$ cat config.mk
export PLATFORM = sky130hd
export DESIGN_NAME = rtw_trim_alarm_wd
export DESIGN_NICKNAME = d
export VERILOG_FILES = /design/src/logic/rtw_cal_div.v /design/src/logic/rtw_trim_alarm_wd.v
export VERILOG_INCLUDE_DIRS = /design/src /design/src/logic
export SDC_FILE = /design/constraint.sdc
export NUM_CORES = 1
export LEC_CHECK = 0
export BUFFER_PORTS_ARGS = -buffer_cell sky130_fd_sc_hd__buf_2
export CORE_ASPECT_RATIO = 0.5
export CORE_MARGIN = 3
export CORE_UTILIZATION = 54
export DETAILED_ROUTE_END_ITERATION = 8
export PLACE_DENSITY = 0.76
export SKIP_CTS_REPAIR_TIMING = 1
export SLEW_MARGIN = 20
export SYNTH_ARGS = -nofsm -noshare
export SYNTH_HDL_FRONTEND = slang
export SYNTH_SLANG_ARGS = --single-unit
$ cat constraint.sdc
create_clock -name clk -period 3.23 [get_ports clk]
set_input_delay 0.8075 -clock clk [delete_from_list [all_inputs] [get_ports clk]]
set_output_delay 0.8075 -clock clk [all_outputs]
set_load 0.02 [all_outputs]
$ cat src/logic/rtw_defs.vh
// rtw_defs.vh: register offsets, field positions, reset values and timing
// counts for the trim / alarm / watchdog block.
// assumes: included by bare name from every design file of the block.
`ifndef RTW_DEFS_VH
`define RTW_DEFS_VH

// ----------------------------------------------------------------------
// register offsets (4-bit internal address pointer)
// ----------------------------------------------------------------------
`define RTW_ADDR_SECONDS     4'h1
`define RTW_ADDR_DAY         4'h4
`define RTW_ADDR_LAST_CLOCK  4'h7
`define RTW_ADDR_CLOCK_TRIM  4'h8
`define RTW_ADDR_WD_TIMEOUT  4'h9
`define RTW_ADDR_AL_MONTH    4'hA
`define RTW_ADDR_AL_DATE     4'hB
`define RTW_ADDR_AL_HOUR     4'hC
`define RTW_ADDR_AL_MIN      4'hD
`define RTW_ADDR_AL_SEC      4'hE
`define RTW_ADDR_EVENT_FLAGS 4'hF

// ----------------------------------------------------------------------
// field positions
// ----------------------------------------------------------------------
`define RTW_TRIM_OUT_BIT     7
`define RTW_TRIM_FT_BIT      6
`define RTW_TRIM_SIGN_BIT    5
`define RTW_OSC_HALT_BIT     7
`define RTW_AFE_BIT          7
`define RTW_SQUARE_ENABLE_BIT         6
`define RTW_RPT_HI_BIT       7
`define RTW_RPT5_BIT         6
`define RTW_FLAG_WD_BIT      7
`define RTW_FLAG_AL_BIT      6
`define RTW_FLAG_OF_BIT      2

// ----------------------------------------------------------------------
// reset values and encodings
// ----------------------------------------------------------------------
`define RTW_WD_RESET         8'h00
`define RTW_TRIM_RESET       8'h80
`define RTW_SQ_512HZ_CODE    4'h6
`define RTW_RPT_SECOND       5'h1F
`define RTW_RPT_MINUTE       5'h1E
`define RTW_RPT_HOUR         5'h1C
`define RTW_RPT_DAY          5'h18
`define RTW_RPT_MONTH        5'h10
`define RTW_RPT_YEAR         5'h00

// ----------------------------------------------------------------------
// timing: divider chain and watchdog resolutions (in 16 Hz ticks)
// ----------------------------------------------------------------------
`define RTW_OSC_HZ           32768
`define RTW_STAGE_NORMAL     9'd255
`define RTW_STAGE_SHORT      9'd127
`define RTW_STAGE_LONG       9'd511
`define RTW_SECS_PER_MIN     6'd59
`define RTW_CAL_CYCLE_LAST   6'd63
`define RTW_RES_16HZ         10'd1
`define RTW_RES_4HZ          10'd4
`define RTW_RES_1HZ          10'd16
`define RTW_RES_QHZ          10'd64
`define RTW_RES_MIN          10'd960
`define RTW_TREC_US          100000

`endif

$ cat src/logic/rtw_cal_div.v
// rtw_cal_div.v: calibrated divider chain from oscillator ticks to seconds.
// assumes: osc_tick is a one-cycle pulse per oscillator period, already
// synchronised to clk and gated off while the oscillator is halted.
`timescale 1ns/10ps
`include "rtw_defs.vh"

module rtw_cal_div (
  input  wire       clk,
  input  wire       rst,
  input  wire       osc_tick,
  input  wire [5:0] trim,
  output reg        tick_16hz,
  output reg        tick_sec,
  output reg        sq_512hz
);

  reg [8:0] stage_reg;
  reg [6:0] sub_reg;
  reg [5:0] sec_in_min_reg;
  reg [5:0] cyc_min_reg;
  reg [7:0] raw_reg;
  reg [8:0] stage_limit;
  wire      corr_second;
  wire      stage_wrap;

  assign corr_second = (sec_in_min_reg == 6'd0) && (sub_reg == 7'd0) &&
                       (cyc_min_reg < {trim[4:0], 1'b0});

  always @* begin
    stage_limit = `RTW_STAGE_NORMAL;
    if (corr_second) begin
      if (trim[`RTW_TRIM_SIGN_BIT])
        stage_limit = `RTW_STAGE_SHORT;
      else
        stage_limit = `RTW_STAGE_LONG;
    end
  end

  // range compare: a trim write inside a long period cannot overrun the stage
  assign stage_wrap = osc_tick && (stage_reg >= stage_limit);

  // ----------------------------------------------------------------------
  // corrected chain: /256 stage, 128 stage, seconds, 64-minute cycle
  // ----------------------------------------------------------------------
  // once per minute, 64-minute cycle
  always @(posedge clk) begin
    if (rst) begin
      stage_reg      <= 9'd0;
      sub_reg        <= 7'd0;
      sec_in_min_reg <= 6'd0;
      cyc_min_reg    <= 6'd0;
      tick_16hz      <= 1'b0;
      tick_sec       <= 1'b0;
    end else begin
      tick_16hz <= stage_wrap && (sub_reg[2:0] == 3'h7);
      tick_sec  <= stage_wrap && (sub_reg == 7'h7F);
      if (osc_tick)
        stage_reg <= stage_wrap ? 9'd0 : stage_reg + 9'd1;
      if (stage_wrap) begin
        sub_reg <= sub_reg + 7'd1;
        if (sub_reg == 7'h7F) begin
          if (sec_in_min_reg == `RTW_SECS_PER_MIN) begin
            sec_in_min_reg <= 6'd0;
            cyc_min_reg    <= cyc_min_reg + 6'd1;  // wraps 63 -> 0
          end else begin
            sec_in_min_reg <= sec_in_min_reg + 6'd1;
          end
        end
      end
    end
  end

  always @(posedge clk) begin
    if (rst) begin
      raw_reg  <= 8'h00;
      sq_512hz <= 1'b0;
    end else begin
      if (osc_tick)
        raw_reg <= raw_reg + 8'h01;
      sq_512hz <= raw_reg[5];  // 64 osc periods per cycle
    end
  end

endmodule // rtw_cal_div

$ cat src/logic/rtw_trim_alarm_wd.v
// rtw_trim_alarm_wd.v: calibration, alarm and watchdog logic of a serial
// real-time clock, reached through the internal register pointer port.
// assumes: the serial bus engine drives reg_addr (the address pointer) and
// one-cycle reg_wr / reg_rd strobes on clk; the time counters sit outside
// and present BCD fields on clk; osc_in is the raw 32,768 Hz time base.
//
// Functional notes
// - calibration adds or blanks counts at the divide-by-256 stage.
// - five-bit unsigned magnitude 0..31 in low bits of clock_trim.
// - sign bit one speeds clock up, zero slows it down.
// - 64-minute cycle; one second per minute shortened 128 or lengthened 256.
// - magnitude N corrects only the first 2N minutes of each cycle.
// - square pin toggles 512 Hz for code 0110, enable set, oscillator running.
// - shared pin toggles 512 Hz when test and level bits set, running, no interrupt active.
// - trim value never changes the 512 Hz or square-wave frequency.
// - alarm flag set when time matches alarm fields chosen by repeat bits.
// - repeat codes pick second..year; unknown codes act as every second.
// - alarm flag with alarm interrupt enable drives the open-drain interrupt.
// - match held off while pointer rests on flags; raised once it moves.
// - flags read releases alarm interrupt, clears alarm flag, seen next read.
// - timeout is five-bit multiplier times resolution chosen by three bits.
// - resolution codes 101, 110, 111 never time out.
// - multiplier zero with resolution 001..100 times out at once.
// - expiry sets watchdog flag, then drives interrupt and reset pulse; a multiplier-zero timeout drives no interrupt.
// - watchdog write or any clock register write restarts countdown.
// - watchdog write releases interrupt; 00h disables; cleared at reset.
// - flags read clears watchdog flag in bit 7.
// - reset pin low for recovery time, timer then idle until rewritten.
// - flags bit 7 watchdog, bit 6 alarm, bit 2 oscillator fail.
`timescale 1ns/10ps
`include "rtw_defs.vh"

module rtw_trim_alarm_wd #(
  // rate pre-divided by 64 (15625 = 1e6 / 64) keeps the product in 32-bit range
  parameter TREC_OSC_CYCLES = (`RTW_TREC_US * (`RTW_OSC_HZ / 64) + 15624) / 15625
) (
  input  wire       clk,
  input  wire       rst,
  input  wire       osc_in,
  input  wire [3:0] reg_addr,
  input  wire       reg_wr,
  input  wire       reg_rd,
  input  wire [7:0] reg_wdata,
  output reg  [7:0] reg_rdata,
  input  wire [7:0] cur_sec,
  input  wire [7:0] cur_min,
  input  wire [7:0] cur_hour,
  input  wire [7:0] cur_date,
  input  wire [7:0] cur_month,
  input  wire       osc_fail_flag,
  output wire       tick_sec,
  output reg        square_output_pin,
  output wire       shared_irq_test_pin_o,
  output reg        shared_irq_test_pin_oe,
  output wire       timeout_reset_pin_o,
  output reg        timeout_reset_pin_oe
);

  // watchdog states
  localparam [1:0] WD_OFF  = 2'b00;
  localparam [1:0] WD_RUN  = 2'b01;
  localparam [1:0] WD_HOLD = 2'b10;
  localparam [31:0] TREC_WIDE = TREC_OSC_CYCLES - 1;
  localparam [12:0] TREC_LAST = TREC_WIDE[12:0];

  // ----------------------------------------------------------------------
  // functions
  // ----------------------------------------------------------------------
  // resolution code to period in 16 Hz ticks; zero marks an invalid code
  function [9:0] res_period;
    input [2:0] code;
    begin
      case (code)
        3'd0:    res_period = `RTW_RES_16HZ;
        3'd1:    res_period = `RTW_RES_4HZ;
        3'd2:    res_period = `RTW_RES_1HZ;
        3'd3:    res_period = `RTW_RES_QHZ;
        3'd4:    res_period = `RTW_RES_MIN;
        default: res_period = 10'd0;
      endcase
    end
  endfunction

  // resolution field is split across the watchdog byte
  function [2:0] wd_resolution;
    input [7:0] v;
    begin
      wd_resolution = {v[7], v[1:0]};
    end
  endfunction

  // ----------------------------------------------------------------------
  // register state
  // ----------------------------------------------------------------------
  reg  [7:0]  clock_trim_reg;
  reg  [7:0]  watchdog_timeout_reg;
  reg  [7:0]  al_month_reg;
  reg  [7:0]  al_date_reg;
  reg  [7:0]  al_hour_reg;
  reg  [7:0]  al_min_reg;
  reg  [7:0]  al_sec_reg;
  reg  [3:0]  square_freq_select_reg;
  reg         osc_halt_bit_reg;
  reg         timeout_flag_reg;
  reg         alarm_hit_flag_reg;
  reg         alarm_pend_reg;
  reg         wd_irq_reg;
  reg  [1:0]  wd_state_reg;
  reg  [4:0]  wd_left_reg;
  reg  [9:0]  wd_sub_reg;
  reg  [12:0] trec_cnt_reg;
  reg  [2:0]  osc_sync_reg;
  reg  [7:0]  rdata_next;
  reg         match;

  wire        osc_tick;
  wire        tick_16hz;
  wire        sq_512hz;
  wire        wr_wd;
  wire        wr_clock;
  wire        rd_flags;
  wire        ptr_on_flags;
  wire [4:0]  repeat_mask;
  wire [4:0]  wd_multiplier;
  wire [9:0]  wd_period;
  wire        wd_expire;
  wire        alarm_irq_enable;
  wire        square_enable;
  wire        freq_test_mode;
  wire        out_level;
  wire        irq_active;

  assign wr_wd            = reg_wr && (reg_addr == `RTW_ADDR_WD_TIMEOUT);
  assign wr_clock         = reg_wr && (reg_addr <= `RTW_ADDR_LAST_CLOCK);
  assign rd_flags         = reg_rd && (reg_addr == `RTW_ADDR_EVENT_FLAGS);
  assign ptr_on_flags     = (reg_addr == `RTW_ADDR_EVENT_FLAGS);
  assign repeat_mask      = {al_date_reg[`RTW_RPT5_BIT], al_date_reg[`RTW_RPT_HI_BIT],
                             al_hour_reg[`RTW_RPT_HI_BIT], al_min_reg[`RTW_RPT_HI_BIT],
                             al_sec_reg[`RTW_RPT_HI_BIT]};
  assign wd_multiplier    = watchdog_timeout_reg[6:2];
  assign wd_period        = res_period(wd_resolution(watchdog_timeout_reg));
  assign alarm_irq_enable = al_month_reg[`RTW_AFE_BIT];
  assign square_enable    = al_month_reg[`RTW_SQUARE_ENABLE_BIT];
  assign freq_test_mode   = clock_trim_reg[`RTW_TRIM_FT_BIT];
  assign out_level        = clock_trim_reg[`RTW_TRIM_OUT_BIT];

  // ----------------------------------------------------------------------
  // oscillator input synchroniser and edge detect
  // ----------------------------------------------------------------------
  // stage 0 feeds only stage 1; the edge detector looks at stages 1 and 2
  always @(posedge clk) begin
    if (rst)
      osc_sync_reg <= 3'b000;
    else
      osc_sync_reg <= {osc_sync_reg[1:0], osc_in};
  end

  // ticks from time base; halt bit stops the chain
  assign osc_tick = osc_sync_reg[1] && !osc_sync_reg[2] && !osc_halt_bit_reg;

  rtw_cal_div u_div (
    .clk       (clk),
    .rst       (rst),
    .osc_tick  (osc_tick),
    .trim      (clock_trim_reg[5:0]),
    .tick_16hz (tick_16hz),
    .tick_sec  (tick_sec),
    .sq_512hz  (sq_512hz)
  );

  // ----------------------------------------------------------------------
  // register writes
  // ----------------------------------------------------------------------
  // timekeeping counters live outside; only control bits are kept here
  always @(posedge clk) begin
    if (rst) begin
      clock_trim_reg         <= `RTW_TRIM_RESET;
      watchdog_timeout_reg   <= `RTW_WD_RESET;
      al_month_reg           <= 8'h00;
      al_date_reg            <= 8'h00;
      al_hour_reg            <= 8'h00;
      al_min_reg             <= 8'h00;
      al_sec_reg             <= 8'h00;
      square_freq_select_reg <= 4'h0;
      osc_halt_bit_reg       <= 1'b0;
    end else if (reg_wr) begin
      case (reg_addr)
        `RTW_ADDR_SECONDS:    osc_halt_bit_reg <= reg_wdata[`RTW_OSC_HALT_BIT];
        `RTW_ADDR_DAY:        square_freq_select_reg <= reg_wdata[7:4];
        `RTW_ADDR_CLOCK_TRIM: clock_trim_reg <= reg_wdata;
        `RTW_ADDR_WD_TIMEOUT: watchdog_timeout_reg <= reg_wdata;
        `RTW_ADDR_AL_MONTH:   al_month_reg <= reg_wdata;
        `RTW_ADDR_AL_DATE:    al_date_reg <= reg_wdata;
        `RTW_ADDR_AL_HOUR:    al_hour_reg <= reg_wdata;
        `RTW_ADDR_AL_MIN:     al_min_reg <= reg_wdata;
        `RTW_ADDR_AL_SEC:     al_sec_reg <= reg_wdata;
        default: begin
        end
      endcase
    end
  end

  // ----------------------------------------------------------------------
  // register reads
  // ----------------------------------------------------------------------
  // flags layout
  always @* begin
    case (reg_addr)
      `RTW_ADDR_SECONDS:     rdata_next = {osc_halt_bit_reg, 7'h00};
      `RTW_ADDR_DAY:         rdata_next = {square_freq_select_reg, 4'h0};
      `RTW_ADDR_CLOCK_TRIM:  rdata_next = clock_trim_reg;
      `RTW_ADDR_WD_TIMEOUT:  rdata_next = watchdog_timeout_reg;
      `RTW_ADDR_AL_MONTH:    rdata_next = al_month_reg;
      `RTW_ADDR_AL_DATE:     rdata_next = al_date_reg;
      `RTW_ADDR_AL_HOUR:     rdata_next = al_hour_reg;
      `RTW_ADDR_AL_MIN:      rdata_next = al_min_reg;
      `RTW_ADDR_AL_SEC:      rdata_next = al_sec_reg;
      `RTW_ADDR_EVENT_FLAGS: rdata_next = {timeout_flag_reg, alarm_hit_flag_reg, 3'b000,
                                           osc_fail_flag, 2'b00};
      default:               rdata_next = 8'h00;
    endcase
  end

  // old value returned, clear seen next read
  always @(posedge clk) begin
    if (rst)
      reg_rdata <= 8'h00;
    else if (reg_rd)
      reg_rdata <= rdata_next;
  end

  // ----------------------------------------------------------------------
  // alarm compare
  // ----------------------------------------------------------------------
  // repeat code decode
  always @* begin
    case (repeat_mask)
      `RTW_RPT_MINUTE: match = (cur_sec[6:0] == al_sec_reg[6:0]);
      `RTW_RPT_HOUR:   match = (cur_sec[6:0] == al_sec_reg[6:0]) &&
                               (cur_min[6:0] == al_min_reg[6:0]);
      `RTW_RPT_DAY:    match = (cur_sec[6:0] == al_sec_reg[6:0]) &&
                               (cur_min[6:0] == al_min_reg[6:0]) &&
                               (cur_hour[5:0] == al_hour_reg[5:0]);
      `RTW_RPT_MONTH:  match = (cur_sec[6:0] == al_sec_reg[6:0]) &&
                               (cur_min[6:0] == al_min_reg[6:0]) &&
                               (cur_hour[5:0] == al_hour_reg[5:0]) &&
                               (cur_date[5:0] == al_date_reg[5:0]);
      `RTW_RPT_YEAR:   match = (cur_sec[6:0] == al_sec_reg[6:0]) &&
                               (cur_min[6:0] == al_min_reg[6:0]) &&
                               (cur_hour[5:0] == al_hour_reg[5:0]) &&
                               (cur_date[5:0] == al_date_reg[5:0]) &&
                               (cur_month[4:0] == al_month_reg[4:0]);
      default:         match = 1'b1;  // every second, flags a bad setting fast
    endcase
  end

  always @(posedge clk) begin
    if (rst) begin
      alarm_hit_flag_reg <= 1'b0;
      alarm_pend_reg     <= 1'b0;
    end else begin
      // held off while pointer on flags
      if (tick_sec && match && ptr_on_flags)
        alarm_pend_reg <= 1'b1;
      else if (!ptr_on_flags)
        alarm_pend_reg <= 1'b0;
      // set wins over the read clear in the same cycle
      if ((tick_sec && match && !ptr_on_flags) || (alarm_pend_reg && !ptr_on_flags))
        alarm_hit_flag_reg <= 1'b1;
      else if (rd_flags)
        alarm_hit_flag_reg <= 1'b0;
    end
  end

  // ----------------------------------------------------------------------
  // watchdog
  // ----------------------------------------------------------------------
  // multiplier times resolution
  assign wd_expire = (wd_state_reg == WD_RUN) && tick_16hz &&
                     (wd_sub_reg == wd_period - 10'd1) && (wd_left_reg == 5'd1);

  always @(posedge clk) begin
    if (rst) begin
      wd_state_reg <= WD_OFF;
      wd_left_reg  <= 5'd0;
      wd_sub_reg   <= 10'd0;
      trec_cnt_reg <= 13'd0;
    end else begin
      case (wd_state_reg)
        WD_OFF: begin
          if (wr_wd) begin
            wd_sub_reg  <= 10'd0;
            wd_left_reg <= reg_wdata[6:2];
            if (reg_wdata == 8'h00)
              wd_state_reg <= WD_OFF;
            else if (res_period({reg_wdata[7], reg_wdata[1:0]}) == 10'd0)
              wd_state_reg <= WD_OFF;
            else if (reg_wdata[6:2] == 5'd0) begin
              wd_state_reg <= WD_HOLD;
              trec_cnt_reg <= TREC_LAST;
            end else
              wd_state_reg <= WD_RUN;
          end
        end
        WD_RUN: begin
          if (wr_clock || wr_wd) begin
            wd_sub_reg  <= 10'd0;
            wd_left_reg <= wr_wd ? reg_wdata[6:2] : wd_multiplier;
            if (wr_wd && (reg_wdata == 8'h00 ||
                res_period({reg_wdata[7], reg_wdata[1:0]}) == 10'd0))
              wd_state_reg <= WD_OFF;
            else if (wr_wd && reg_wdata[6:2] == 5'd0) begin
              wd_state_reg <= WD_HOLD;
              trec_cnt_reg <= TREC_LAST;
            end
          end else if (wd_expire) begin
            wd_state_reg <= WD_HOLD;
            trec_cnt_reg <= TREC_LAST;
          end else if (tick_16hz) begin
            if (wd_sub_reg == wd_period - 10'd1) begin
              wd_sub_reg  <= 10'd0;
              wd_left_reg <= wd_left_reg - 5'd1;
            end else
              wd_sub_reg <= wd_sub_reg + 10'd1;
          end
        end
        WD_HOLD: begin
          // pulse counts oscillator periods, then timer idles
          if (osc_tick && trec_cnt_reg != 13'd0)
            trec_cnt_reg <= trec_cnt_reg - 13'd1;
          else if (osc_tick)
            wd_state_reg <= WD_OFF;
        end
        default: wd_state_reg <= WD_OFF;
      endcase
    end
  end

  always @(posedge clk) begin
    if (rst) begin
      timeout_flag_reg <= 1'b0;
      wd_irq_reg       <= 1'b0;
    end else begin
      if (wd_state_reg != WD_HOLD && (wd_expire || (wr_wd && reg_wdata != 8'h00 &&
          reg_wdata[6:2] == 5'd0 && res_period({reg_wdata[7], reg_wdata[1:0]}) != 10'd0)))
        timeout_flag_reg <= 1'b1;
      else if (rd_flags)
        timeout_flag_reg <= 1'b0;
      if (wd_expire)
        wd_irq_reg <= 1'b1;
      else if (wr_wd)
        wd_irq_reg <= 1'b0;
    end
  end

  // ----------------------------------------------------------------------
  // pins
  // ----------------------------------------------------------------------
  // alarm flag gated by enable
  assign irq_active = (alarm_hit_flag_reg && alarm_irq_enable) || wd_irq_reg;

  // open-drain pins only ever pull low
  assign shared_irq_test_pin_o = 1'b0;
  assign timeout_reset_pin_o   = 1'b0;

  always @(posedge clk) begin
    if (rst) begin
      square_output_pin      <= 1'b0;
      shared_irq_test_pin_oe <= 1'b0;
      timeout_reset_pin_oe   <= 1'b0;
    end else begin
      square_output_pin <= square_enable && !osc_halt_bit_reg &&
                           (square_freq_select_reg == `RTW_SQ_512HZ_CODE) && sq_512hz;
      if (irq_active)
        shared_irq_test_pin_oe <= 1'b1;
      else if (freq_test_mode && out_level && !osc_halt_bit_reg)
        shared_irq_test_pin_oe <= !sq_512hz;
      else
        shared_irq_test_pin_oe <= !out_level;
      timeout_reset_pin_oe <= (wd_state_reg == WD_HOLD);
    end
  end

endmodule // rtw_trim_alarm_wd

Word-level counts from Yosys, hierarchy flattened
Index checks and enable logic that the tools add are counted.
{"block": "classes", "addsub": 9, "n_lt_le_gt_ge": 3, "n_eq_ne": 51, "mux": 59, "reduce_logical": 77}
{"cell": "$mux 10", "n": 13}
{"cell": "$mux 13", "n": 9}
{"cell": "$pmux 10 s5", "n": 2}
{"cell": "$pmux 8 s10", "n": 1}
{"cell": "$pmux 13 s3", "n": 1}
{"cell": "$logic_and 1x1->1", "n": 34}
{"cell": "$eq 4x4->1 const B", "n": 8}
{"cell": "$mux 5", "n": 6}
{"cell": "$mux 9", "n": 3}
{"cell": "$eq 5x5->1 const B", "n": 4}
{"cell": "$logic_not 10->1", "n": 2}
{"cell": "$mux 2", "n": 10}
{"cell": "$pmux 10 s2", "n": 1}
{"cell": "$reduce_and 2->1", "n": 10}
{"cell": "$ne 2x2->1 const B", "n": 8}
{"cell": "$eq 7x7->1", "n": 2}
{"cell": "$reduce_bool 13->1", "n": 1}
{"cell": "$sub 13x1->13 const B", "n": 1}
{"cell": "$add 6x1->6 const B", "n": 2}
{"cell": "$eq 3x2->1 const B", "n": 4}
{"cell": "$eq 6x6->1", "n": 2}
{"cell": "$add 10x1->10 const B", "n": 1}
{"cell": "$eq 10x10->1", "n": 1}
{"cell": "$logic_not 5->1", "n": 2}
{"cell": "43 further kinds", "n": 71}
{"block": "word_totals", "reg_bits": 148, "inputBits": 58, "out_inout_bits": 14, "wordCells": 229}

Depth between registers and ports, before layout
Gate-level depths: netlist of the first run.
{"block": "logic_depth", "ltp_word": 12, "mapped_depth": 15, "ltp_nobuf": 14}

Modules after synthesis
From an unflattened synthesis of the first run, not the netlist that was laid out.
{"block": "hier_totals", "hier_cells": 947, "hier_area_um2": 7764.9}
{"module": "rtw_trim_alarm_wd", "instances": 1, "cells_per_inst": 727, "area_per_inst_um2": 5868.1, "seq_area_each_um2": 2182.1}
{"module": "rtw_cal_div", "instances": 1, "cells_per_inst": 220, "area_per_inst_um2": 1896.8, "seq_area_each_um2": 740.7}

Least setup slack after synthesis of the first run
No wires, ideal clock.
{"block": "synth_path", "path_kind": "register to register", "startpoint": "register clock_trim_reg[1]", "endpoint": "register u_div.sec_in_min_reg[0]", "setup_time_ps": 133, "arrival_ps": 2858, "required_time_ps": 3097, "slack_ps": 239, "stages_incl_launch_ff": 16, "period_less_slack_ps": 2991, "path_cell_list": "dfxtp_1 > inv_1 > ha_1 > a21o_1 > a21o_1 > a21o_1 > a21oi_1 > and2_1 > ha_1 > nand3_1 > o31ai_1 > a21o_1 > nand4_1 > clkbuf_1 > o21ai_0 > nor2_1"}
{"block": "synth_between", "elab_chain_len": 6}
{"element": "start, declared", "line": "rtw_trim_alarm_wd.v:95", "text": "reg [7:0] clock_trim_reg;"}
{"element": "start signal, assigned", "line": "rtw_trim_alarm_wd.v:177", "text": "clock_trim_reg <= `RTW_TRIM_RESET;"}
{"element": "start signal, assigned", "line": "rtw_trim_alarm_wd.v:190", "text": "`RTW_ADDR_CLOCK_TRIM: clock_trim_reg <= reg_wdata;"}
{"element": "$lt 6x6->1", "line": "rtw_cal_div.v:27", "text": "(cyc_min_reg < {trim[4:0], 1'b0});"}
{"element": "$logic_and 1x1->1", "line": "rtw_cal_div.v:26", "text": "assign corr_second = (sec_in_min_reg == 6'd0) && (sub_reg == 7'd0) &&"}
{"element": "$mux 9", "line": "rtw_cal_div.v:31", "text": "if (corr_second) begin"}
{"element": "$ge 9x9->1", "line": "rtw_cal_div.v:40", "text": "assign stage_wrap = osc_tick && (stage_reg >= stage_limit);"}
{"element": "$logic_and 1x1->1", "line": "rtw_cal_div.v:40"}
{"element": "$reduce_and 2->1 (no line)"}
{"element": "end signal, assigned", "line": "rtw_cal_div.v:66", "text": "sec_in_min_reg <= sec_in_min_reg + 6'd1;"}
{"element": "end, declared", "line": "rtw_cal_div.v:19", "text": "reg [5:0] sec_in_min_reg;"}
No other way between the ends.
A chain may end at the register's enable or synchronous reset.

Worst setup path after layout of the first run
{"block": "layout_path", "startpoint": "register clock_trim_reg[1]", "endpoint": "register u_div.cyc_min_reg[0]"}
{"block": "layout_between", "elab_chain_len": 6}
{"element": "$lt 6x6->1", "line": "rtw_cal_div.v:27"}
{"element": "$logic_and 1x1->1", "line": "rtw_cal_div.v:26"}
{"element": "$mux 9", "line": "rtw_cal_div.v:31"}
{"element": "$ge 9x9->1", "line": "rtw_cal_div.v:40"}
{"element": "$logic_and 1x1->1", "line": "rtw_cal_div.v:40"}
{"element": "$reduce_and 3->1 (no line)"}
{"element": "end signal, assigned", "line": "rtw_cal_div.v:64", "text": "cyc_min_reg <= cyc_min_reg + 6'd1;"}
{"element": "end, declared", "line": "rtw_cal_div.v:20", "text": "reg [5:0] cyc_min_reg;"}
No other way between the ends.

==> results.sh, run 1 <==
export IMPL_period_share=0.9625
export IMPL_syn_avg_cell_area_sq_um=8.063
export IMPL_cts_clk_slew_worst_paths_ns=0.06
export IMPL_cts_root_buf="clkbuf_16"
export IMPL_synth_area_leaders="dfxtp_1, a21oi_1, xor2_1"
export IMPL_synth_top_area_frac=0.3788
export IMPL_ys_warn_count=0
export IMPL_finClkSkew_ns=0.009767
export IMPL_slew_violations=0
export IMPL_critPathMaxStageDelay_ns=0.33
export IMPL_synth_seq_cells=146
export IMPL_antenna_cells=0
export IMPL_drt_pass1_iterations=5
export IMPL_crit_required_ns=3.58
export IMPL_clock_path_buffers=2
export IMPL_status="finished clean"
export IMPL_remaining_drc_errors=0
export IMPL_synth_async_reset_ratio=0
export IMPL_synth_edf_count=0
export IMPL_grt_pass1_vias=6592
export IMPL_vias=7357
export IMPL_critPathKind="flip-flop to flip-flop"
export IMPL_placed_cell_area_sq_mm=0.008269
export IMPL_synth_top_cell_by_area="dfxtp_1"
export IMPL_synth_top_family_by_area="simple AND/OR/NAND/NOR gates"
export IMPL_grt_overflow=0
export IMPL_areaGrowthSynthToFinish_pct=15.63
export IMPL_initial_utilization=0.5601
export IMPL_finalHoldViolations=0
export IMPL_ir_drop_mv=0.3889
export IMPL_die_h_microns=90.53
export IMPL_globalRouteTotalUtil=0.2624
export IMPL_netlist_area_sq_mm=0.007716
export IMPL_cts_num_sinks=146
export IMPL_insertion_delay_ns=0.42
export IMPL_power_density_mw_per_mm2=470.9
export IMPL_nets=1089
export IMPL_routed_wl_microns=20980
export IMPL_synthTopCellsByCount="dfxtp_1, a21oi_1, nand2_1"
export IMPL_cts_buffers=17
export IMPL_largest_register_ffs=13
export IMPL_cp_slowest_cell="dfxtp_2"
export IMPL_wl_per_cell_microns=17.25
export IMPL_synthXorXnorAreaFrac=0.06810
export IMPL_setup_tns_final_ns=0
export IMPL_synth_compound_area_frac=0.1912
export IMPL_finalSetupViolations=0
export IMPL_synth_fa_ha_area_frac=0.03081
export IMPL_grt_pass1_wl_microns=33790
export IMPL_critical_path_max_fanout=7
export IMPL_row_count=30
export IMPL_p_leak_nw=3.393
export IMPL_synth_distinct_cells=72
export IMPL_synthFlopType="dfxtp_1"
export IMPL_grt_start_max_net_pins=81
export IMPL_worstPathArrival_ns=3.46
export IMPL_worst_slew_pin_slew_ns=0.8678
export IMPL_place_gp_congestion=0.9552
export IMPL_path_common_cell="a21o_1"
export IMPL_io_pins=72
export IMPL_core_area_sq_mm=0.01378
export IMPL_synth_most_common_cell="dfxtp_1"
export IMPL_relSlewSlack=0.4153
export IMPL_hpwl_microns=14500
export IMPL_final_area_sq_mm=0.008922
export IMPL_critPathLaunchType="flip-flop"
export IMPL_synth_simple_area_share=0.2419
export IMPL_cts_tree="built"
export IMPL_drt_iter0_drc=779
export IMPL_hold_class="flip-flop to flip-flop"
export IMPL_antenna_found_initial=0
export IMPL_io_buffers=60
export IMPL_crit_chain="inv_2 -> ha_1 -> a21o_1 -> a21o_1 -> a21o_1 -> a21oi_2 -> and2_4 -> ha_1 -> nand3_1 -> o31ai_2 -> a21o_1 -> nand4_1 -> buf_6 -> buf_4 -> or3_1 -> a21oi_1"
export IMPL_ctsHtreeMaxLevel=4
export IMPL_dieArea_sq_mm=0.01585
export IMPL_fmax_ghz=0.3216
export IMPL_fillers=1186
export IMPL_viasPerCell=6.050
export IMPL_syn_inst=957
export IMPL_ant_nets=0
export IMPL_synthMuxAreaShare=0.04427
export IMPL_dieWidth_microns=175.1
export IMPL_final_layout_size_suffix_gt1_frac=0.1523
export IMPL_cp_end_kind="flip-flop"
export IMPL_final_core_util=0.6477
export IMPL_ys_seq_area_frac=0.3788
export IMPL_min_period_ns=3.109
export IMPL_maxCapViolCount=0
area by class of cell:
type                    instances  area, sq um  share of cell area
multi-input cells             724         4484              0.5026
flip-flops and latches        146         2924              0.3277
repair buffers                 93        551.8             0.06184
clock buffers                  21        450.4             0.05048
well taps                     192        240.2             0.02692
clock inverters                10        158.9             0.01781
inverters                      30        112.6             0.01262
metrics by stage:
| stage | setup slack (ns) | hold slack [ns] | power (mW) | std cells |
|---|---|---|---|---|
| final | 0.1210 | 0.4465 | 4.202 | 1216 |
| after floorplan | 0.2389 | 0.4116 | 2.058 | 958 |
| after global routing | -0.1090 | 0.4722 | 4.321 | 1216 |
| after CTS | -0.1510 | 0.4445 | 4.205 | 1213 |
| after global placement | 0.05637 | 0.4239 | 2.158 | 1182 |
| after detailed placement | 0.0002940 | 0.4367 | 2.164 | 1182 |
per-layer routing:
metal	wire, microns	vias up	GRT usage
met5	0	-	0
met1	9340	3404	0.3647
met3	2072	56	0.07221
li1	-	3526	-
met4	542	0	0.09814
met2	9025	371	0.3891
placed cells by master, fill, tap and decap left out, types with 19 or more instances in the layout:
cell     count
buf_2       60
o21ai_0     44
xor2_1      42
ha_1        19
nor2_1      82
mux2i_1     24
inv_1       28
nand3_1     56
dfxtp_1    145
or3_1       24
nor3_1      23
a21oi_1    103
buf_4       32
nand2_1     95
critical path: cells and delay by family, from the launching register on:
kind	cells	cell delay [ns]
flops	1	0.33
compound gates	7	1.22
buf+inv	3	0.39
fa+ha+maj	2	0.40
simple gates	4	0.71
kinds of logic (layout without fill, tap and decap cells):
| logic type | count (synthesis) | after routing |
|---|---|---|
| xor gates and xnor gates | 60 | 60 |
| adders and majority gates | 19 | 19 |
| other | 1 | 2 |
| buffers and inverters | 88 | 154 |
| DFF | 146 | 146 |
| AOI/OAI and AO/OA | 235 | 235 |
| muxes | 33 | 33 |
| and+or+nand+nor | 375 | 375 |
final timing paths:
| check | from | end | slack (ns) | cells after the start |
|---|---|---|---|---|
| max | clock_trim_reg[1] | u_div.cyc_min_reg[0] | 0.12 | 16 |
| min | trec_cnt_reg[12] | trec_cnt_reg[12] | 0.45 | 2 |
| max reg2reg | clock_trim_reg[1] | u_div.cyc_min_reg[0] | 0.12 | 16 |
| min reg2reg | trec_cnt_reg[12] | trec_cnt_reg[12] | 0.45 | 2 |
power by group:
part,internal (mW),switching [mW],total (mW)
Combinational,0.106,0.193,0.299
Clock,1.31,0.760,2.07
Sequential,1.82,0.0191,1.84
Note: power is estimated with default switching activity, not from simulation.
==> inputs of run 2 (changes only) <==
RECOVER_POWER = 100   (was default)
==> run 2 against run 1 <==
  * The flow now finishes with violations (capacitance limit, slew limit)
  * Sequential share of layout area grew 0.17 points
  * Flip-flop and latch count is the same
  * Global-route usage did not move
  * First-iteration DRC count grew 5.9%
  * Cell area fell by 0.50%
  * Sequential power hardly changed
  * Total power about the same
  * Non-clock buffer count did not move
  * Utilization down 0.33 points
  * Hold slack got worse by 0.0012 ns
==> results.sh, run 2 (synthesis results as in run 1) <==
export IMPL_antenna_found_initial=0
export IMPL_r2r_start="clock_trim_reg[1]"
export IMPL_remaining_drc_errors=0
export IMPL_grt_pass1_vias=6592
export IMPL_final_area_sq_mm=0.008877
export IMPL_cp_end_kind="flip-flop"
export IMPL_viasPerCell=6.030
export IMPL_pwr_share_comb=0.070
export IMPL_ctsHtreeMaxLevel=4
export IMPL_core_area_sq_mm=0.01378
export IMPL_cts_num_sinks=146
export IMPL_vias=7333
export IMPL_clockPowerShare=0.492
export IMPL_die_h_microns=90.53
export IMPL_seqPwrFrac=0.437
export IMPL_grt_overflow=0
export IMPL_crit_required_ns=3.58
export IMPL_finalHoldViolations=0
export IMPL_dieArea_sq_mm=0.01585
export IMPL_cts_tree="built"
export IMPL_worstPathArrival_ns=3.46
export IMPL_final_common_cell="dfxtp_1"
export IMPL_period_share=0.9626
export IMPL_worstRegToRegCells=16
export IMPL_finClkSkew_ns=0.009045
export IMPL_hpwl_microns=14500
export IMPL_grt_start_max_net_pins=81
export IMPL_p_switching_mw=0.9739
export IMPL_critPathKind="flip-flop to flip-flop"
export IMPL_crit_start="clock_trim_reg[1]"
export IMPL_fmax_ghz=0.3216
export IMPL_failed_checks="capacitance limit, slew limit"
export IMPL_hold_class="flip-flop to flip-flop"
export IMPL_routed_wl_microns=21060
export IMPL_swShare=0.2318
export IMPL_min_period_ns=3.109
export IMPL_grt_pass1_wl_microns=33790
export IMPL_endpoint="u_div.cyc_min_reg[0]"
export IMPL_r2r_end="u_div.cyc_min_reg[0]"
export IMPL_relSlewSlack=-0.1182
export IMPL_setup_tns_final_ns=0
export IMPL_place_gp_congestion=0.9552
export IMPL_io_pins=72
export IMPL_critical_path_max_fanout=7
export IMPL_finalSetupViolations=0
export IMPL_drt_pass1_iterations=6
export IMPL_nets=1089
export IMPL_power_density_mw_per_mm2=473.3
export IMPL_row_count=30
export IMPL_cts_clk_slew_worst_paths_ns=0.06
export IMPL_cts_root_buf="clkbuf_16"
export IMPL_ant_nets=0
export IMPL_globalRouteTotalUtil=0.2624
export IMPL_drt_iter0_drc=825
export IMPL_clock_path_buffers=2
export IMPL_final_layout_size_suffix_gt1_frac=0.1328
export IMPL_largest_register_ffs=13
export IMPL_p_int_mw=3.227
export IMPL_dieWidth_microns=175.1
export IMPL_io_buffers=60
export IMPL_worst_slew_pin_slew_ns=1.677
export IMPL_antenna_cells=0
export IMPL_critPathLaunchType="flip-flop"
export IMPL_areaGrowthSynthToFinish_pct=15.05
export IMPL_cts_buffers=17
export IMPL_mostFrequentLayoutCells="dfxtp_1, a21oi_1, nand2_1"
export IMPL_p_leak_nw=3.310
export IMPL_insertion_delay_ns=0.42
export IMPL_slew_violations=81
export IMPL_maxCapViolCount=1
export IMPL_r2r_slack_ns=0.12
export IMPL_status="complete, but fails checks"
export IMPL_fillers=1198
export IMPL_initial_utilization=0.5601
export IMPL_ir_drop_mv=0.3920
export IMPL_wl_per_cell_microns=17.32
export IMPL_placed_cell_area_sq_mm=0.008269
-- run 2: cell count changes in the layout (fill, tap and decap cells not counted), sizes merged --
| cell | before | now |
|---|---|---|
| buf | 93 | 72 |
| clkbuf | 21 | 42 |
-- run 2: final cells by class --
cell class                      count  area, sq um  area share
Multi-Input combinational cell    724         4484      0.5051
Sequential cell                   146         2924      0.3294
Clock inverter                     10        158.9     0.01790
Timing Repair Buffer               93        506.7     0.05708
Tap cell                          192        240.2     0.02706
Inverter                           30        112.6     0.01268
Clock buffer                       21        450.4     0.05074
-- run 2: layer usage --
layer / global-route usage / wire (microns) / vias up
li1: - / - / 3527
met1: 0.3647 / 9475 / 3427
met2: 0.3891 / 9079 / 322
met3: 0.07221 / 1927 / 57
met4: 0.09814 / 575 / 0
met5: 0 / 0 / -
-- run 2: worst min-delay path by stage --
stage,slack (ns),from,endpoint,depth (start not counted)
floorplan,0.41,trec_cnt_reg[12],trec_cnt_reg[12],2
global placement,0.42,trec_cnt_reg[12],trec_cnt_reg[12],2
detailed placement,0.44,trec_cnt_reg[12],trec_cnt_reg[12],2
CTS,0.44,trec_cnt_reg[12],trec_cnt_reg[12],2
global route,0.47,osc_sync_reg[0],osc_sync_reg[1],1
finish,0.45,trec_cnt_reg[12],trec_cnt_reg[12],2
-- run 2: per-stage QoR --
stage	utilization	setup WS (ns)	std cells	total power, mW	hold WS (ns)
5_1_grt	0.6444	-0.1085	1216	4.318	0.4722
2_1_floorplan	-	0.2389	958	2.058	0.4116
3_3_place_gp	0.6003	0.05637	1182	2.158	0.4239
6_report	0.6444	0.1208	1216	4.201	0.4453
3_5_place_dp	0.6003	0.0002940	1182	2.164	0.4367
4_1_cts	0.6445	-0.1510	1213	4.205	0.4445
-- run 2: worst max-delay path, cell delays in order, from the launching register on --
cell     delay, ns
dfxtp_2       0.33
inv_2         0.04
ha_1          0.28
a21o_1        0.15
a21o_1        0.17
a21o_1        0.17
a21oi_2       0.17
and2_4        0.16
ha_1          0.12
nand3_1       0.09
o31ai_2       0.24
a21o_1        0.18
nand4_1       0.15
buf_6         0.19
buf_4         0.15
or3_1         0.31
a21oi_1       0.14
-- run 2: power by group through the flow --
stage / Sequential, mW / Clock [mW] / Combinational [mW]
4_1_cts: 1.84 / 2.08 / 0.291
2_1_floorplan: 1.87 / 0 / 0.188
3_5_place_dp: 1.88 / 0 / 0.288
6_report: 1.84 / 2.07 / 0.296
3_3_place_gp: 1.88 / 0 / 0.282
5_1_grt: 1.84 / 2.16 / 0.320
==> inputs of run 3 (changes only) <==
ABC_AREA = 1   (was default)
==> run 3 against run 2 <==
  * The run still ends with capacitance limit, slew limit left
  * Critical path depth is the same
  * Flip-flop and latch count is the same
  * Clock-buffer cell count is 3 lower
  * Non-clock buffer count fell by 22
  * Die area about the same
  * First-iteration DRC count is 20% lower
  * Synthesized cell count rose by 14%
  * Utilization down 1.4 points
  * Largest power group unchanged
==> results.sh, run 3 <==
export IMPL_synth_top_cell_by_area="dfxtp_1"
export IMPL_finClkSkew_ns=0.006549
export IMPL_r2r_start="u_div.cyc_min_reg[2]"
export IMPL_ant_nets=0
export IMPL_period_share=0.8893
export IMPL_cts_root_buf="clkbuf_16"
export IMPL_wl_per_cell_microns=14.74
export IMPL_finalHoldViolations=0
export IMPL_fmax_ghz=0.3482
export IMPL_viasPerCell=5.457
export IMPL_final_common_cell="nand2_1"
export IMPL_ys_warn_count=0
export IMPL_cts_clk_slew_worst_paths_ns=0.06
export IMPL_synth_distinct_cells=55
export IMPL_status="complete, but fails checks"
export IMPL_dieWidth_microns=175.1
export IMPL_insertion_delay_ns=0.43
export IMPL_crit_start="u_div.cyc_min_reg[2]"
export IMPL_synthFlopType="dfxtp_1"
export IMPL_crit_chain="ha_1 -> o21a_1 -> o21a_1 -> o21a_1 -> o21ai_1 -> nand2_1 -> nor2_1 -> ha_1 -> o21ai_0 -> o21bai_1 -> a21o_1 -> nand2_1 -> clkinv_1 -> nand2_2 -> nand2_1 -> a21oi_1"
export IMPL_initial_utilization=0.5606
export IMPL_worst_slew_pin_slew_ns=1.907
export IMPL_p_total_mw=4.172
export IMPL_maxUsedRoutingLayer="met4"
export IMPL_slew_violations=86
export IMPL_cp_slowest_cell="dfxtp_1"
export IMPL_grt_overflow=0
export IMPL_drt_pass1_iterations=5
export IMPL_antenna_found_initial=0
export IMPL_synthTopCellsByCount="nand2_1, dfxtp_1, inv_1"
export IMPL_cts_num_sinks=146
export IMPL_grt_setup_unrepaired="no"
export IMPL_final_layout_size_suffix_gt1_frac=0.1063
export IMPL_synth_top_area_frac=0.3785
export IMPL_synth_seq_cells=146
export IMPL_routed_wl_microns=19890
export IMPL_cp_num_buf_inv=1
export IMPL_remaining_drc_errors=0
export IMPL_netlist_area_sq_mm=0.007722
export IMPL_worst_path_stages=16
export IMPL_antenna_cells=0
export IMPL_synth_async_reset_ratio=0
export IMPL_cts_tree="built"
export IMPL_wl_met1_microns=9299
export IMPL_failed_checks="capacitance limit, slew limit"
export IMPL_syn_inst=1087
export IMPL_nets=1221
export IMPL_critical_path_max_fanout=9
export IMPL_ys_seq_area_frac=0.3785
export IMPL_grt_start_max_net_pins=51
export IMPL_place_gp_congestion=0.9354
export IMPL_hold_ws_ns=0.4233
export IMPL_io_buffers=60
export IMPL_hpwl_microns=14180
export IMPL_cts_buffers=17
export IMPL_worstRegToRegCells=16
export IMPL_ff_latch_area_sq_mm=0.002923
export IMPL_dieArea_sq_mm=0.01586
export IMPL_maxCapViolCount=2
export IMPL_wl_met2_microns=8562
export IMPL_cp_end_kind="flip-flop"
export IMPL_min_period_ns=2.872
export IMPL_fillers=1243
export IMPL_cpLargestDelayFamily="compound AO/OA/AOI/OAI gates"
export IMPL_finalSetupViolations=0
export IMPL_dr_wl_met3_microns=1490
export IMPL_endpoint="u_div.cyc_min_reg[3]"
export IMPL_critPathKind="flip-flop to flip-flop"
export IMPL_vias=7362
export IMPL_synth_edf_count=0
export IMPL_areaGrowthSynthToFinish_pct=12.54
export IMPL_synth_area_leaders="dfxtp_1, nand2_1, a21oi_1"
export IMPL_critPathMaxStageDelay_ns=0.41
export IMPL_critPathLaunchType="flip-flop"
export IMPL_r2r_end="u_div.cyc_min_reg[3]"
export IMPL_hold_class="flip-flop to flip-flop"
export IMPL_p_leak_nw=3.515
export IMPL_die_h_microns=90.56
export IMPL_row_count=30
export IMPL_clock_path_buffers=2
export IMPL_io_pins=72
export IMPL_relSlewSlack=-0.2712
export IMPL_globalRouteTotalUtil=0.2498
export IMPL_grt_pass1_wl_microns=32420
export IMPL_largest_register_ffs=13
export IMPL_core_area_sq_mm=0.01378
export IMPL_drt_iter0_drc=656
export IMPL_synth_most_common_cell="nand2_1"
export IMPL_mostFrequentLayoutCells="nand2_1, dfxtp_1, inv_1"
export IMPL_syn_avg_cell_area_sq_um=7.104
export IMPL_power_density_mw_per_mm2=480.1
export IMPL_grt_pass1_vias=6628
export IMPL_ctsHtreeMaxLevel=4
export IMPL_setup_tns_final_ns=0
export IMPL_r2r_slack_ns=0.36
export IMPL_crit_required_ns=3.56
export IMPL_multi_input_area_sq_mm=0.004028
export IMPL_worstPathArrival_ns=3.20
export IMPL_ir_drop_mv=0.3673
[run 3: kinds of logic (layout without fill, tap and decap cells)]
logic type | after synthesis | after routing | synth area share
AO/OA/AOI/OAI | 247 | 247 | 0.1808
XOR/XNOR | 48 | 48 | 0.05444
adder cells (fa/ha/maj) | 19 | 19 | 0.03078
buffers and inverters | 183 | 252 | 0.09300
flip-flops | 146 | 146 | 0.3785
other | 1 | 2 | 0.0004856
AND/OR/NAND/NOR | 443 | 443 | 0.2620
[run 3: where the power goes]
| part | total, mW | switching [mW] | internal, mW |
|---|---|---|---|
| combinational | 0.365 | 0.241 | 0.124 |
| sequential | 1.86 | 0.0255 | 1.83 |
| clock | 1.95 | 0.844 | 1.11 |
| total | 4.17 | 1.11 | 3.06 |
[run 3: worst min-delay path by stage]
stage	end	slack, ns	from	cells after the start
after floorplan	osc_sync_reg[1]	0.39	osc_sync_reg[0]	2
after global routing	osc_sync_reg[1]	0.45	osc_sync_reg[0]	2
final	osc_sync_reg[1]	0.42	osc_sync_reg[0]	2
after global placement	osc_sync_reg[1]	0.39	osc_sync_reg[0]	2
after CTS	osc_sync_reg[1]	0.42	osc_sync_reg[0]	2
after detailed placement	osc_sync_reg[1]	0.41	osc_sync_reg[0]	2
[run 3: through the flow]
| stage | utilization | area [sq um] | setup WS [ns] | instances |
|---|---|---|---|---|
| 3_5_place_dp | 0.5948 | 8194 | 0.2341 | 1317 |
| 6_report | 0.6309 | 8691 | 0.3577 | 1349 |
| 5_1_grt | 0.6309 | 8691 | 0.03674 | 1349 |
| 2_1_floorplan | - | 7726 | 0.6930 | 1088 |
| 4_1_cts | 0.6371 | 8777 | 0.2128 | 1349 |
| 3_3_place_gp | 0.5948 | 8194 | 0.3454 | 1317 |
[run 3: final cells by class]
cell class                 instances  share of cell area
inverter                         149             0.06479
clock buffer                      18             0.05053
sequential                       146              0.3363
timing repair buffer              71             0.04074
multi-input combinational        759              0.4634
clock inverter                    14             0.01656
tap                              192             0.02764
[run 3: metal layers]
layer	GRT usage	up-vias
met2	0.3916	264
met1	0.3437	3349
met4	0.08753	0
met3	0.04996	44
li1	-	3705
met5	0	-
[run 3: tightest hold or removal path, stage by stage (launching register included)]
cell,delay (ns)
dfxtp_1,0.30
inv_1,0.05
nor2_1,0.03
